==> src/pkg/acp_map.vh <==
// Register offsets, reset values, field positions and status constants
`ifndef ACP_MAP_VH
`define ACP_MAP_VH
`define ACP_ADDR_PWR 7'h00
`define ACP_ADDR_FMT 7'h01
`define ACP_ADDR_DRV 7'h02
`define ACP_ADDR_TIM 7'h03
`define ACP_ADDR_TRA 7'h04
`define ACP_ADDR_TRB 7'h05
`define ACP_ADDR_DIV 7'h06
`define ACP_ADDR_RSV 7'h07
`define ACP_ADDR_CMI 7'h08
`define ACP_ADDR_KEY 7'h0A
`define ACP_RST_PWR 8'h03
`define ACP_RST_FMT 8'h00
`define ACP_RST_DRV 8'h00
`define ACP_RST_TIM 8'h6D
`define ACP_RST_TRA 8'h00
`define ACP_RST_TRB 8'h00
`define ACP_RST_DIV 8'h00
`define ACP_RST_CMI 8'h00
`define ACP_KEY_VALUE 8'h5A
`define ACP_FMT_MUX 1
`define ACP_FMT_MUXCH 2
`define ACP_FMT_ORDA 3
`define ACP_FMT_ORDB 4
`define ACP_PWR_CHA 0
`define ACP_PWR_CHB 1
`define ACP_PWR_STBY 2
`define ACP_PWR_AVG 3
`define ACP_ST_BUSY 5
`define ACP_ST_VALID 4
`define ACP_ST_FIXED 2
`define ACP_ST_RSVD1 1
`define ACP_ST_LOCK 0
`define ACP_FRAME_BITS 5'h10
`define ACP_CTRL_BITS 5'h08
`endif

==> src/verilog/acp_control_port.v <==
// Serial control port, register bank and power/bus mode decode
//
// Function
// - Mode pin low selects serial port; high selects parallel strap mode.
// - Data line captured on rising shift clock while select is low.
// - With select high, clock and data activity are ignored.
// - Cycle is a control byte then one data byte.
// - First bit direction (1 read), 7 address bits, 8 data bits.
// - Address and data travel most significant bit first.
// - Read data driven after falling edge following eighth rising edge.
// - Writing 5Ah to 0Ah restores all control registers to defaults.
// - Status bit 5 ROM load busy, bit 4 load done and valid.
// - Status bit 0 DLL lock; bits 7,6,3 zero; bit 2 one.
// - Shutdown pin picks low or high nibble of power register.
// - Default power value: shutdown high powers down, low full power.
// - Enabled channels active; disabled ones standby or power down.
// - Averaging with any channel enabled runs both, output (A+B)/2.
// - With averaging, standby or power-down only if both enables clear.
// - Format bit 1: dual buses when 0, one multiplexed bus when 1.
// - Format bit 2 picks multiplexed and averaged bus, first channel.
// - Format bits 4 and 3 reverse channel B and A pin order.
// - Shared pins are straps for format, divider, bus mode when high.
`timescale 1ns/100ps
`include "acp_map.vh"
module acp_control_port (
  input wire clk,
  input wire arst_n,
  input wire port_mode_select,
  input wire port_sel_n,
  input wire shift_clk,
  input wire serial_io_line_in,
  output reg serial_io_line_out,
  output reg serial_io_line_oe,
  input wire power_state_pin,
  input wire rom_load_busy,
  input wire rom_load_valid,
  input wire dll_locked,
  input wire status_rsvd1,
  output reg chan_a_active,
  output reg chan_b_active,
  output reg chan_a_standby,
  output reg chan_b_standby,
  output reg full_power_down,
  output reg average_mode,
  output reg interleaved_output_enable,
  output reg interleave_bus_select,
  output reg chan_a_reverse,
  output reg chan_b_reverse,
  output reg strap_format,
  output reg strap_divider,
  output reg bus_mode_strap,
  output reg [7:0] output_driver_power,
  output reg [7:0] data_clock_timing,
  output reg [7:0] chan_a_termination,
  output reg [7:0] chan_b_termination,
  output reg [7:0] divider_format_pattern,
  output reg [7:0] input_common_mode
);
  ////////////////////////////////////////////////////////////////////////////
  // Pin synchronisers
  wire [4:0] pinSync;
  wire pwrSync;
  wire modeSync;
  wire selActSync;
  wire sckSync;
  wire sdiSync;

  // Select enters inverted so the reset value reads as deselected
  acp_sync #(.W(5)) uSync (
    .clk(clk),
    .arst_n(arst_n),
    .din({power_state_pin, port_mode_select, !port_sel_n, shift_clk,
      serial_io_line_in}),
    .dout(pinSync)
  );

  assign pwrSync = pinSync[4];
  assign modeSync = pinSync[3];
  assign selActSync = pinSync[2];
  assign sckSync = pinSync[1];
  assign sdiSync = pinSync[0];

  ////////////////////////////////////////////////////////////////////////////
  // Edge detection on synchronised clock
  reg sckDly_ff;
  wire serialOn;
  wire sckRise;
  wire sckFall;

  always @(posedge clk or negedge arst_n) begin
    if (!arst_n) begin
      sckDly_ff <= 1'b0;
    end else begin
      sckDly_ff <= sckSync;
    end
  end

  assign serialOn = !modeSync && selActSync;
  assign sckRise = serialOn && sckSync && !sckDly_ff;
  assign sckFall = serialOn && !sckSync && sckDly_ff;

  ////////////////////////////////////////////////////////////////////////////
  // Frame shifter
  reg [4:0] bitCnt_ff;
  reg [15:0] shift_ff;
  reg [7:0] readSh_ff;
  reg readFrame_ff;
  reg [7:0] readData;
  wire [15:0] nxt_shift;
  wire frameDone;

  assign nxt_shift = {shift_ff[14:0], sdiSync};
  assign frameDone = sckRise && (bitCnt_ff == `ACP_FRAME_BITS - 5'h01);

  // Bit counter and read flag cleared while deselected; shift register holds
  always @(posedge clk or negedge arst_n) begin
    if (!arst_n) begin
      bitCnt_ff <= 5'h00;
      shift_ff <= 16'h0000;
      readFrame_ff <= 1'b0;
    end else if (!serialOn) begin
      bitCnt_ff <= 5'h00;
      readFrame_ff <= 1'b0;
    end else if (sckRise && bitCnt_ff < `ACP_FRAME_BITS) begin
      bitCnt_ff <= bitCnt_ff + 5'h01;
      shift_ff <= nxt_shift;
      if (bitCnt_ff == 5'h00) begin
        readFrame_ff <= sdiSync;
      end
    end
  end

  ////////////////////////////////////////////////////////////////////////////
  // Register bank
  reg [7:0] pwrReg_ff;
  reg [7:0] fmtReg_ff;
  wire softReset;
  wire doWrite;
  wire [6:0] wrAddr;

  assign wrAddr = nxt_shift[14:8]; // Address sits below the direction bit
  assign doWrite = frameDone && !readFrame_ff;
  assign softReset = doWrite && wrAddr == `ACP_ADDR_KEY &&
    nxt_shift[7:0] == `ACP_KEY_VALUE;

  // Writes to listed registers; reserved and unlisted ignored
  always @(posedge clk or negedge arst_n) begin
    if (!arst_n) begin
      pwrReg_ff <= `ACP_RST_PWR;
      fmtReg_ff <= `ACP_RST_FMT;
      output_driver_power <= `ACP_RST_DRV;
      data_clock_timing <= `ACP_RST_TIM;
      chan_a_termination <= `ACP_RST_TRA;
      chan_b_termination <= `ACP_RST_TRB;
      divider_format_pattern <= `ACP_RST_DIV;
      input_common_mode <= `ACP_RST_CMI;
    end else if (softReset) begin
      pwrReg_ff <= `ACP_RST_PWR;
      fmtReg_ff <= `ACP_RST_FMT;
      output_driver_power <= `ACP_RST_DRV;
      data_clock_timing <= `ACP_RST_TIM;
      chan_a_termination <= `ACP_RST_TRA;
      chan_b_termination <= `ACP_RST_TRB;
      divider_format_pattern <= `ACP_RST_DIV;
      input_common_mode <= `ACP_RST_CMI;
    end else if (doWrite) begin
      case (wrAddr)
        `ACP_ADDR_PWR: pwrReg_ff <= nxt_shift[7:0];
        `ACP_ADDR_FMT: fmtReg_ff <= nxt_shift[7:0];
        `ACP_ADDR_DRV: output_driver_power <= nxt_shift[7:0];
        `ACP_ADDR_TIM: data_clock_timing <= nxt_shift[7:0];
        `ACP_ADDR_TRA: chan_a_termination <= nxt_shift[7:0];
        `ACP_ADDR_TRB: chan_b_termination <= nxt_shift[7:0];
        `ACP_ADDR_DIV: divider_format_pattern <= nxt_shift[7:0];
        `ACP_ADDR_CMI: input_common_mode <= nxt_shift[7:0];
        default: pwrReg_ff <= pwrReg_ff;
      endcase
    end
  end

  ////////////////////////////////////////////////////////////////////////////
  // Read mux and status byte
  wire [7:0] statusByte;

  assign statusByte = {2'b00, rom_load_busy, rom_load_valid, 1'b0, 1'b1,
    status_rsvd1, dll_locked};

  always @* begin
    case (shift_ff[6:0])
      `ACP_ADDR_PWR: readData = pwrReg_ff;
      `ACP_ADDR_FMT: readData = fmtReg_ff;
      `ACP_ADDR_DRV: readData = output_driver_power;
      `ACP_ADDR_TIM: readData = data_clock_timing;
      `ACP_ADDR_TRA: readData = chan_a_termination;
      `ACP_ADDR_TRB: readData = chan_b_termination;
      `ACP_ADDR_DIV: readData = divider_format_pattern;
      `ACP_ADDR_CMI: readData = input_common_mode;
      `ACP_ADDR_KEY: readData = statusByte;
      default: readData = 8'h00;
    endcase
  end

  ////////////////////////////////////////////////////////////////////////////
  // Read data driver: load on falling edge after eighth rise
  always @(posedge clk or negedge arst_n) begin
    if (!arst_n) begin
      readSh_ff <= 8'h00;
      serial_io_line_out <= 1'b0;
      serial_io_line_oe <= 1'b0;
    end else if (!serialOn) begin
      serial_io_line_oe <= 1'b0;
      serial_io_line_out <= 1'b0;
    end else if (sckFall && readFrame_ff &&
                 bitCnt_ff == `ACP_CTRL_BITS) begin
      serial_io_line_out <= readData[7];
      readSh_ff <= {readData[6:0], 1'b0};
      serial_io_line_oe <= 1'b1;
    end else if (sckFall && serial_io_line_oe) begin
      if (bitCnt_ff == `ACP_FRAME_BITS) begin
        serial_io_line_oe <= 1'b0;
      end else begin
        serial_io_line_out <= readSh_ff[7];
        readSh_ff <= {readSh_ff[6:0], 1'b0};
      end
    end
  end

  ////////////////////////////////////////////////////////////////////////////
  // Power state decode
  wire [3:0] pwrSel;
  wire anyOn;

  assign pwrSel = pwrSync ? pwrReg_ff[7:4] : pwrReg_ff[3:0];
  assign anyOn = pwrSel[`ACP_PWR_CHA] | pwrSel[`ACP_PWR_CHB];

  // Default 03h: state0 both on, state1 all off
  always @(posedge clk or negedge arst_n) begin
    if (!arst_n) begin
      chan_a_active <= 1'b0;
      chan_b_active <= 1'b0;
      chan_a_standby <= 1'b0;
      chan_b_standby <= 1'b0;
      full_power_down <= 1'b1;
      average_mode <= 1'b0;
    end else if (pwrSel[`ACP_PWR_AVG] && anyOn) begin
      chan_a_active <= 1'b1;
      chan_b_active <= 1'b1;
      chan_a_standby <= 1'b0;
      chan_b_standby <= 1'b0;
      full_power_down <= 1'b0;
      average_mode <= 1'b1;
    end else begin
      chan_a_active <= pwrSel[`ACP_PWR_CHA];
      chan_b_active <= pwrSel[`ACP_PWR_CHB];
      chan_a_standby <= !pwrSel[`ACP_PWR_CHA] && pwrSel[`ACP_PWR_STBY];
      chan_b_standby <= !pwrSel[`ACP_PWR_CHB] && pwrSel[`ACP_PWR_STBY];
      full_power_down <= !anyOn && !pwrSel[`ACP_PWR_STBY];
      average_mode <= 1'b0;
    end
  end

  ////////////////////////////////////////////////////////////////////////////
  // Output bus settings and straps
  always @(posedge clk or negedge arst_n) begin
    if (!arst_n) begin
      interleaved_output_enable <= 1'b0;
      interleave_bus_select <= 1'b0;
      chan_a_reverse <= 1'b0;
      chan_b_reverse <= 1'b0;
      strap_format <= 1'b0;
      strap_divider <= 1'b0;
      bus_mode_strap <= 1'b0;
    end else begin
      interleaved_output_enable <= fmtReg_ff[`ACP_FMT_MUX];
      interleave_bus_select <= fmtReg_ff[`ACP_FMT_MUXCH];
      chan_a_reverse <= fmtReg_ff[`ACP_FMT_ORDA];
      chan_b_reverse <= fmtReg_ff[`ACP_FMT_ORDB];
      if (modeSync) begin
        strap_format <= sdiSync;
        strap_divider <= sckSync;
        bus_mode_strap <= !selActSync;
      end
    end
  end
endmodule

==> src/verilog/acp_sync.v <==
// Two-flop synchroniser for asynchronous pins
`timescale 1ns/100ps
module acp_sync #(
  parameter W = 1
) (
  input wire clk,
  input wire arst_n,
  input wire [W-1:0] din,
  output wire [W-1:0] dout
);
  reg [W-1:0] stage1_ff;
  reg [W-1:0] stage2_ff;

  // First stage read only by the second
  always @(posedge clk or negedge arst_n) begin
    if (!arst_n) begin
      stage1_ff <= {W{1'b0}};
      stage2_ff <= {W{1'b0}};
    end else begin
      stage1_ff <= din;
      stage2_ff <= stage1_ff;
    end
  end

  assign dout = stage2_ff;
endmodule
==> config.mk <==
export PLATFORM = sky130hd
export DESIGN_NAME = acp_control_port
export DESIGN_NICKNAME = d
export VERILOG_FILES = /design/src/verilog/acp_control_port.v /design/src/verilog/acp_sync.v
export VERILOG_INCLUDE_DIRS = /design/src /design/src/pkg
export SDC_FILE = /design/constraint.sdc
export NUM_CORES = 1
export LEC_CHECK = 0
export ABC_CLOCK_PERIOD_IN_PS = 6900
export BUFFER_PORTS_ARGS = -buffer_cell sky130_fd_sc_hd__clkbuf_2
export CORE_UTILIZATION = 50
export DETAILED_ROUTE_END_ITERATION = 10
export GPL_TIMING_DRIVEN = 0
export MAX_ROUTING_LAYER = met4
export PLACE_DENSITY_LB_ADDON = 0.3
export SLEW_MARGIN = 20
export SYNTH_ARGS = -nofsm -noshare
export SYNTH_HDL_FRONTEND = slang
export SYNTH_SLANG_ARGS = --single-unit
==> constraint.sdc <==
create_clock -name clk -period 6.9 [get_ports clk]
set_input_delay 0 -clock clk [delete_from_list [all_inputs] [get_ports clk]]
set_output_delay 0 -clock clk [all_outputs]
set_load 0.05 [all_outputs]
==> impl_metrics.yaml, run 1 <==
logic_synthesis:
  synth_cell_types: 52
  synth_flop_cell: "dfrtp_1"
  synth_fp_nets: 548
  synth_area_per_cell_sq_um: 10.2
  synth_common_cells: "dfrtp_1, nand2_1, nor2_1"
  synth_top_area_share_pct: 50.1
  synthesis.area_sq_um: 5450
  synth-async-reset-ratio_pct: 100
  syn_inst: 534
  ys_seq_elements: 117
  yosysSeqAreaShare_pct: 53.9
  synth_edf_count: 0
  synth.area.top_cells: "dfrtp_1, mux2i_1, nand2_1"
  yosys_warnings: 0
  synth_most_common_cell: "dfrtp_1"
  synth_top_area_cell: "dfrtp_1"
drt:
  drt_iter0_drc: 350
  top_layer: "met4"
  drt-total-wl_um: 15500
  num_vias: 4568
  vias_per_cell: 5.83
  met3_length_um: 1260
  ant_nets: 0
  wl_met2_um: 7220
  dr.pass1.iters: 5
  wire_per_inst_um: 19.8
  drc: 0
  m1WireLength_um: 6560
power:
  leakagePower_uw: 0.00317
  intPower_uw: 1320
  power_density_nw_per_um2: 270
  p_seq_share_pct: 39.5
  pwr-share-clk_pct: 47.7
  switchingPower_uw: 484
  peakVddDrop_mv: 0.172
  switching_share_pct: 26.8
  combPwrFrac_pct: 12.7
layout:
  drive_gt1_share_pct: 23.5
  fillers: 898
  fin_cells: 783
  area_growth_pct: 22.5
  register_area_sq_um: 2940
  diodes: 0
  multiInputGateArea_sq_um: 2310
  nNetsFinal: 648
placement:
  dp.cells: 744
  io_buffers: 73
  place_congestion: 0.919
  pre_cts_ws_ps: 4000
  hpwl_um: 10600
clocking:
  cts_sinks: 117
  clkTransAtPathRegs_ps: 60
  cts-buffers-inserted: 17
  cts_setup_buffers: 0
  cts_tree: "yes"
  cts_buffer_depth: 2
  cts-htree-levels: 4
  cts-root-buf: "clkbuf_8"
  clock_latency_ps: 530
outcome:
  status: "finished, final reports clean"
global_routing:
  antenna_found_initial: 0
  grt_pass1_vias: 4392
  grt_max_degree: 82
  grt_pass1_wl_um: 24700
  grt_use_total_pct: 30.8
  grt-ovfl-total: 0
critical_path:
  arrival_ps: 3430
  slowest_delay_ps: 770
  cp-end-kind: "flop"
  crit_slowest_cell: "nor4_2"
  start_kind: "flop"
  critPathKind: "reg -> reg"
  path_max_fanout: 10
  cp.required_ps: 7350
  path_cells: "ha_1 -> and3_1 -> ha_1 -> nand4bb_1 -> or2_2 -> nor4_2 -> clkbuf_1 -> nand2_1 -> o21ai_0"
  crit_top_cell: "ha_1"
timing:
  fin_skew_ps: 9.31
  setup_violations: 0
  worst_slew_pin_slew_ps: 1110
  min_period_over_period_pct: 43.1
  slew_headroom_pct: 25.3
  finalSetupTns_ps: 0
  min_period_ps: 2980
  slew_viol_final: 0
  hold_violations: 0
  fmax_mhz: 336
  rsz0062_at_grt: "no"
  fin_ws_ps: 3920
floorplan:
  start_util_pct: 52.1
  core_region_area_sq_um: 10500
  die_x_um: 106
  die_area_sq_um: 11300
  rows: 37
  ios: 74
  die_h_um: 106
hold_path:
  hold_path.class: "in -> async"
flow_run:
  max-cap-violations: 0
flip-flops by register name (all words and copies together) (netlist names), 5 cells and up:
signal / flops
fmtReg_ff: 8
output_driver_power: 8
uSync.dout: 5
chan_a_termination: 8
data_clock_timing: 8
input_common_mode: 8
uSync.stage1_ff: 5
divider_format_pattern: 8
shift_ff: 14
chan_b_termination: 8
pwrReg_ff: 8
bitCnt_ff: 5
readSh_ff: 7
layout make-up:
class	count	area share [%]
flip-flops and latches	117	44.0
multi-input cells	369	34.6
repair buffers	81	7.22
clock buffers	21	6.58
well taps	136	2.55
plain buffers	35	2.25
clock inverters	11	2.02
inverters	13	0.731
per-stage QoR:
stage          util [%]  area (sq um)  total power [uW]  hold WS [ps]
6_report           63.8          6670              1800          41.9
3_5_place_dp       57.5          6020               944         -63.6
5_1_grt            63.8          6670              1860          42.2
3_3_place_gp       57.2          5980               942           109
4_1_cts            63.8          6670              1810          32.3
2_1_floorplan         -          5450               861          -296
repair_timing:
| action | 4_1_cts | 5_1_grt |
|---|---|---|
| hold buffers | 7 | 0 |
| gates resized for setup | 0 | 0 |
| endpoints found under the setup margin | 0 | 0 |
| endpoints found under the hold margin | 117 | 0 |
layout by cell type, fill, tap and decap left out, types with 4 or more instances in the layout:
| master | Yosys | layout |
|---|---|---|
| clkinv_2 | 0 | 6 |
| buf_2 | 9 | 9 |
| nor4_1 | 4 | 4 |
| o21ai_0 | 31 | 31 |
| dlygate4sd3_1 | 0 | 6 |
| dfrtp_1 | 109 | 109 |
| inv_1 | 13 | 13 |
| a21oi_1 | 22 | 22 |
| clkbuf_16 | 0 | 16 |
| dfstp_2 | 8 | 8 |
| a22o_1 | 4 | 4 |
| a31oi_1 | 5 | 5 |
| and3_1 | 4 | 4 |
| mux2_2 | 17 | 17 |
| nor3_1 | 10 | 10 |
| nand3_1 | 23 | 23 |
| nand2b_1 | 5 | 5 |
| nand4_1 | 5 | 5 |
| nor2_1 | 47 | 47 |
| mux2_4 | 4 | 4 |
| a211oi_1 | 5 | 5 |
| nor2b_1 | 13 | 13 |
| clkbuf_1 | 22 | 25 |
| clkbuf_2 | 0 | 72 |
| nand2_1 | 83 | 83 |
| mux2i_1 | 38 | 38 |
cell families (layout without fill, tap and decap cells):
logic type	count (synthesis)	in the layout	share of synthesized area, %
AO/OA/AOI/OAI	81	81	8.66
XOR/XNOR	3	3	0.482
adder cells (fa/ha/maj)	3	3	0.689
buffers and inverters	48	161	3.65
flip-flops	117	117	53.9
multiplexers	64	64	13.3
AND/OR/NAND/NOR	218	218	19.3
power groups by stage:
stage,combinational (uW),sequential (uW),clock (uW)
5_1_grt,243,716,901
4_1_cts,225,713,869
6_report,230,713,861
3_5_place_dp,220,725,0
2_1_floorplan,129,732,0
3_3_place_gp,217,725,0
metal layers:
metal	vias up	global-route usage [%]
li1	2061	-
met1	2214	41.5
met2	246	45.5
met3	47	5.95
met4	0	13.9
met5	-	-
worst max-delay path, delay by kind of cell, from the launching register on:
kind	cells	cell delay, ps
simple gates	5	1660
compound gates	1	100
buf+inv	1	400
fa+ha+maj	2	340
flops	1	400
worst paths after layout:
check,start,to,slack (ps),depth (start not counted)
setup reg to reg,bitCnt_ff[0],data_clock_timing[2],3920,9
hold reg to reg,uSync.stage1_ff[4],uSync.dout[4],350,0
min in group clk,dll_locked,readSh_ff[1],100,5
setup / recovery,bitCnt_ff[0],data_clock_timing[2],3920,9
max in group asynchronous,arst_n,data_clock_timing[2],6410,3
hold / removal,arst_n,full_power_down,40,2
No activity file was read; power rests on OpenSTA's default activity.
==> inputs of run 2 (changes only) <==
--- a/config.mk
+++ b/config.mk
@@ -6,7 +6,8 @@
 export SDC_FILE = /design/constraint.sdc
 export NUM_CORES = 1
 export LEC_CHECK = 0
-export ABC_CLOCK_PERIOD_IN_PS = 6900
+export ABC_AREA = 1
+export ABC_CLOCK_PERIOD_IN_PS = 2700
 export BUFFER_PORTS_ARGS = -buffer_cell sky130_fd_sc_hd__clkbuf_2
 export CORE_UTILIZATION = 50
 export DETAILED_ROUTE_END_ITERATION = 10
==> constraint.sdc (replaced) <==
create_clock -name clk -period 2.7 [get_ports clk]
set_input_delay 0 -clock clk [delete_from_list [all_inputs] [get_ports clk]]
set_output_delay 0 -clock clk [all_outputs]
set_load 0.05 [all_outputs]
==> impl_metrics.yaml, run 2 <==
critical_path:
  critPathKind: "reg -> reg"
  path_cells: "ha_1 -> nand2_1 -> nor2_1 -> ha_1 -> nand2_1 -> nor2_4 -> inv_2 -> nor2_2 -> nand3_1 -> nand2_4 -> inv_2 -> buf_6 -> nand2_1 -> o21ai_2"
  start_kind: "flop"
  crit_top_cell: "nand2_1"
  crit_slowest_cell: "dfrtp_1"
  critical_path.top_delay_family: "simple AND/OR/NAND/NOR gates"
  cp.required_ps: 3110
  cp-end-kind: "flop"
  path_max_fanout: 10
  slowest_delay_ps: 420
  arrival_ps: 2600
  path_buf_inv: 3
layout:
  nNetsFinal: 767
  regMostFlops: "shift_ff"
  drive_gt1_share_pct: 23.2
  final_common_cell: "nand2_1"
  layout_common_cells: "nand2_1, dfrtp_1, clkbuf_2"
  finish.utilization_pct: 64.1
  largest_reg_flops: 14
  diodes: 0
  area_growth_pct: 23.4
drt:
  drt-total-wl_um: 14700
  drc: 0
  dr.pass1.iters: 5
  wire_per_inst_um: 16.3
  drt_iter0_drc: 407
  ant_nets: 0
  num_vias: 4817
  vias_per_cell: 5.34
logic_synthesis:
  synth_top_area_cell: "dfrtp_1"
  synth_fp_nets: 664
  synth_common_cells: "nand2_1, dfrtp_1, nor2_1"
  synth_top_area_share_pct: 50.6
  yosys_warnings: 0
  synth_cell_types: 32
  ys_seq_elements: 117
  synth_flop_cell: "dfrtp_1"
  syn_inst: 650
  synth_edf_count: 0
  synth-async-reset-ratio_pct: 100
  synth.area.top_cells: "dfrtp_1, nand2_1, nand3_1"
  synthesis.area_sq_um: 5390
  yosysSeqAreaShare_pct: 54.5
  synth_area_per_cell_sq_um: 8.29
  synth_most_common_cell: "nand2_1"
clocking:
  cts_buffer_depth: 2
  cts-htree-levels: 4
  ctsResizeCount: 0
  cts_tree: "yes"
  cts_sinks: 117
  clock_latency_ps: 530
  cts-buffers-inserted: 17
  clkTransAtPathRegs_ps: 60
  cts-root-buf: "clkbuf_8"
  cts_setup_buffers: 0
floorplan:
  die_x_um: 106
  rows: 37
  die_h_um: 106
  ios: 74
  die_area_sq_um: 11200
  start_util_pct: 52.0
  core_region_area_sq_um: 10400
global_routing:
  grt_use_total_pct: 29.5
  grt_max_degree: 98
  antenna_found_initial: 0
  grt_pass1_vias: 4661
  grt_pass1_wl_um: 23900
  grt-ovfl-total: 0
flow_run:
  max-cap-violations: 0
power:
  peakVddDrop_mv: 0.513
  leakagePower_uw: 0.00333
  power_density_nw_per_um2: 689
timing:
  fin_hold_ws_ps: 36.0
  rsz0062_at_grt: "no"
  worst_slew_pin_slew_ps: 880
  min_period_over_period_pct: 81.3
  fin_skew_ps: 6.79
  hold_violations: 0
  fmax_mhz: 456
  setup_violations: 0
  slew_viol_final: 0
  min_period_ps: 2190
  slew_headroom_pct: 41.1
hold_path:
  hold_path.class: "in -> async"
placement:
  hpwl_um: 10500
  io_buffers: 73
  place_congestion: 0.881
outcome:
  status: "finished, final reports clean"
run 2: cell types whose count changed in the layout (fill, tap and decap cells not counted), moves of 16 or more:
cell,previous run,this run
nand2_1,83,176
mux2i_1,38,0
inv_2,0,17
clkbuf_1,25,3
o21ai_0,31,53
mux2_2,17,0
o21ai_1,3,36
inv_1,13,58
nor2_1,47,63
nand3_1,23,53
run 2: what timing repair did:
item                                    4_1_cts  5_1_grt
endpoints found under the hold margin       117        0
hold buffers                                 10        0
endpoints found under the setup margin        0        0
run 2: path summary, 6_finish.rpt:
check | to | slack (ps) | start | cells past startpoint
setup / recovery | chan_b_termination[6] | 510 | bitCnt_ff[0] | 14
hold / removal | shift_ff[8] | 40 | arst_n | 3
setup reg to reg | chan_b_termination[6] | 510 | bitCnt_ff[0] | 14
hold reg to reg | uSync.dout[2] | 350 | uSync.stage1_ff[2] | 0
max in group asynchronous | bus_mode_strap | 1420 | arst_n | 3
min in group clk | readSh_ff[6] | 40 | rom_load_busy | 7
run 2: kinds of logic (layout without fill, tap and decap cells):
family                     Yosys count  in the layout  share of synthesized area, %
AOI/OAI and AO/OA                  113            113                          11.2
buffers and inverters               94            210                          7.45
adders and majority gates            3              3                         0.697
and+or+nand+nor                    323            323                          26.1
DFF                                117            117                          54.5
run 2: cell type report:
class	instances	area, sq um
Sequential cell	117	2940
Buffer	16	104
Multi-Input combinational cell	439	2050
Inverter	78	298
Timing Repair Buffer	84	502
Fill cell	924	3720
Clock buffer	22	463
Tap cell	136	170
Clock inverter	10	128
run 2: tightest hold or removal path: cells and delay by family:
family | cells | cell delay, ps
buf+inv | 3 | 1000
run 2: power breakdown:
part | total [uW] | leakage (uW) | internal [uW] | switching (uW)
clock | 2250 | 0.000294 | 1470 | 779
combinational | 519 | 0.00149 | 113 | 406
sequential | 1820 | 0.00155 | 1790 | 28.5
run 2: routing by layer:
| layer | wire (um) | track usage [%] | up-vias |
|---|---|---|---|
| met5 | 0 | - | - |
| met4 | 432 | 14.5 | 0 |
| met3 | 823 | 6.93 | 32 |
| met2 | 6980 | 45.3 | 151 |
| met1 | 6490 | 36.8 | 2342 |
| li1 | - | - | 2292 |
run 2: per-stage QoR:
stage	std cells	power [uW]	instance area, sq um	setup WS [ps]	TNS, ps
finish	902	4580	6650	506	0
global placement	859	2340	5920	-16.5	-1110
detailed placement	860	2350	5960	536	0
global route	902	4740	6650	306	0
CTS	902	4610	6650	510	0
floorplan	650	2150	5390	863	0
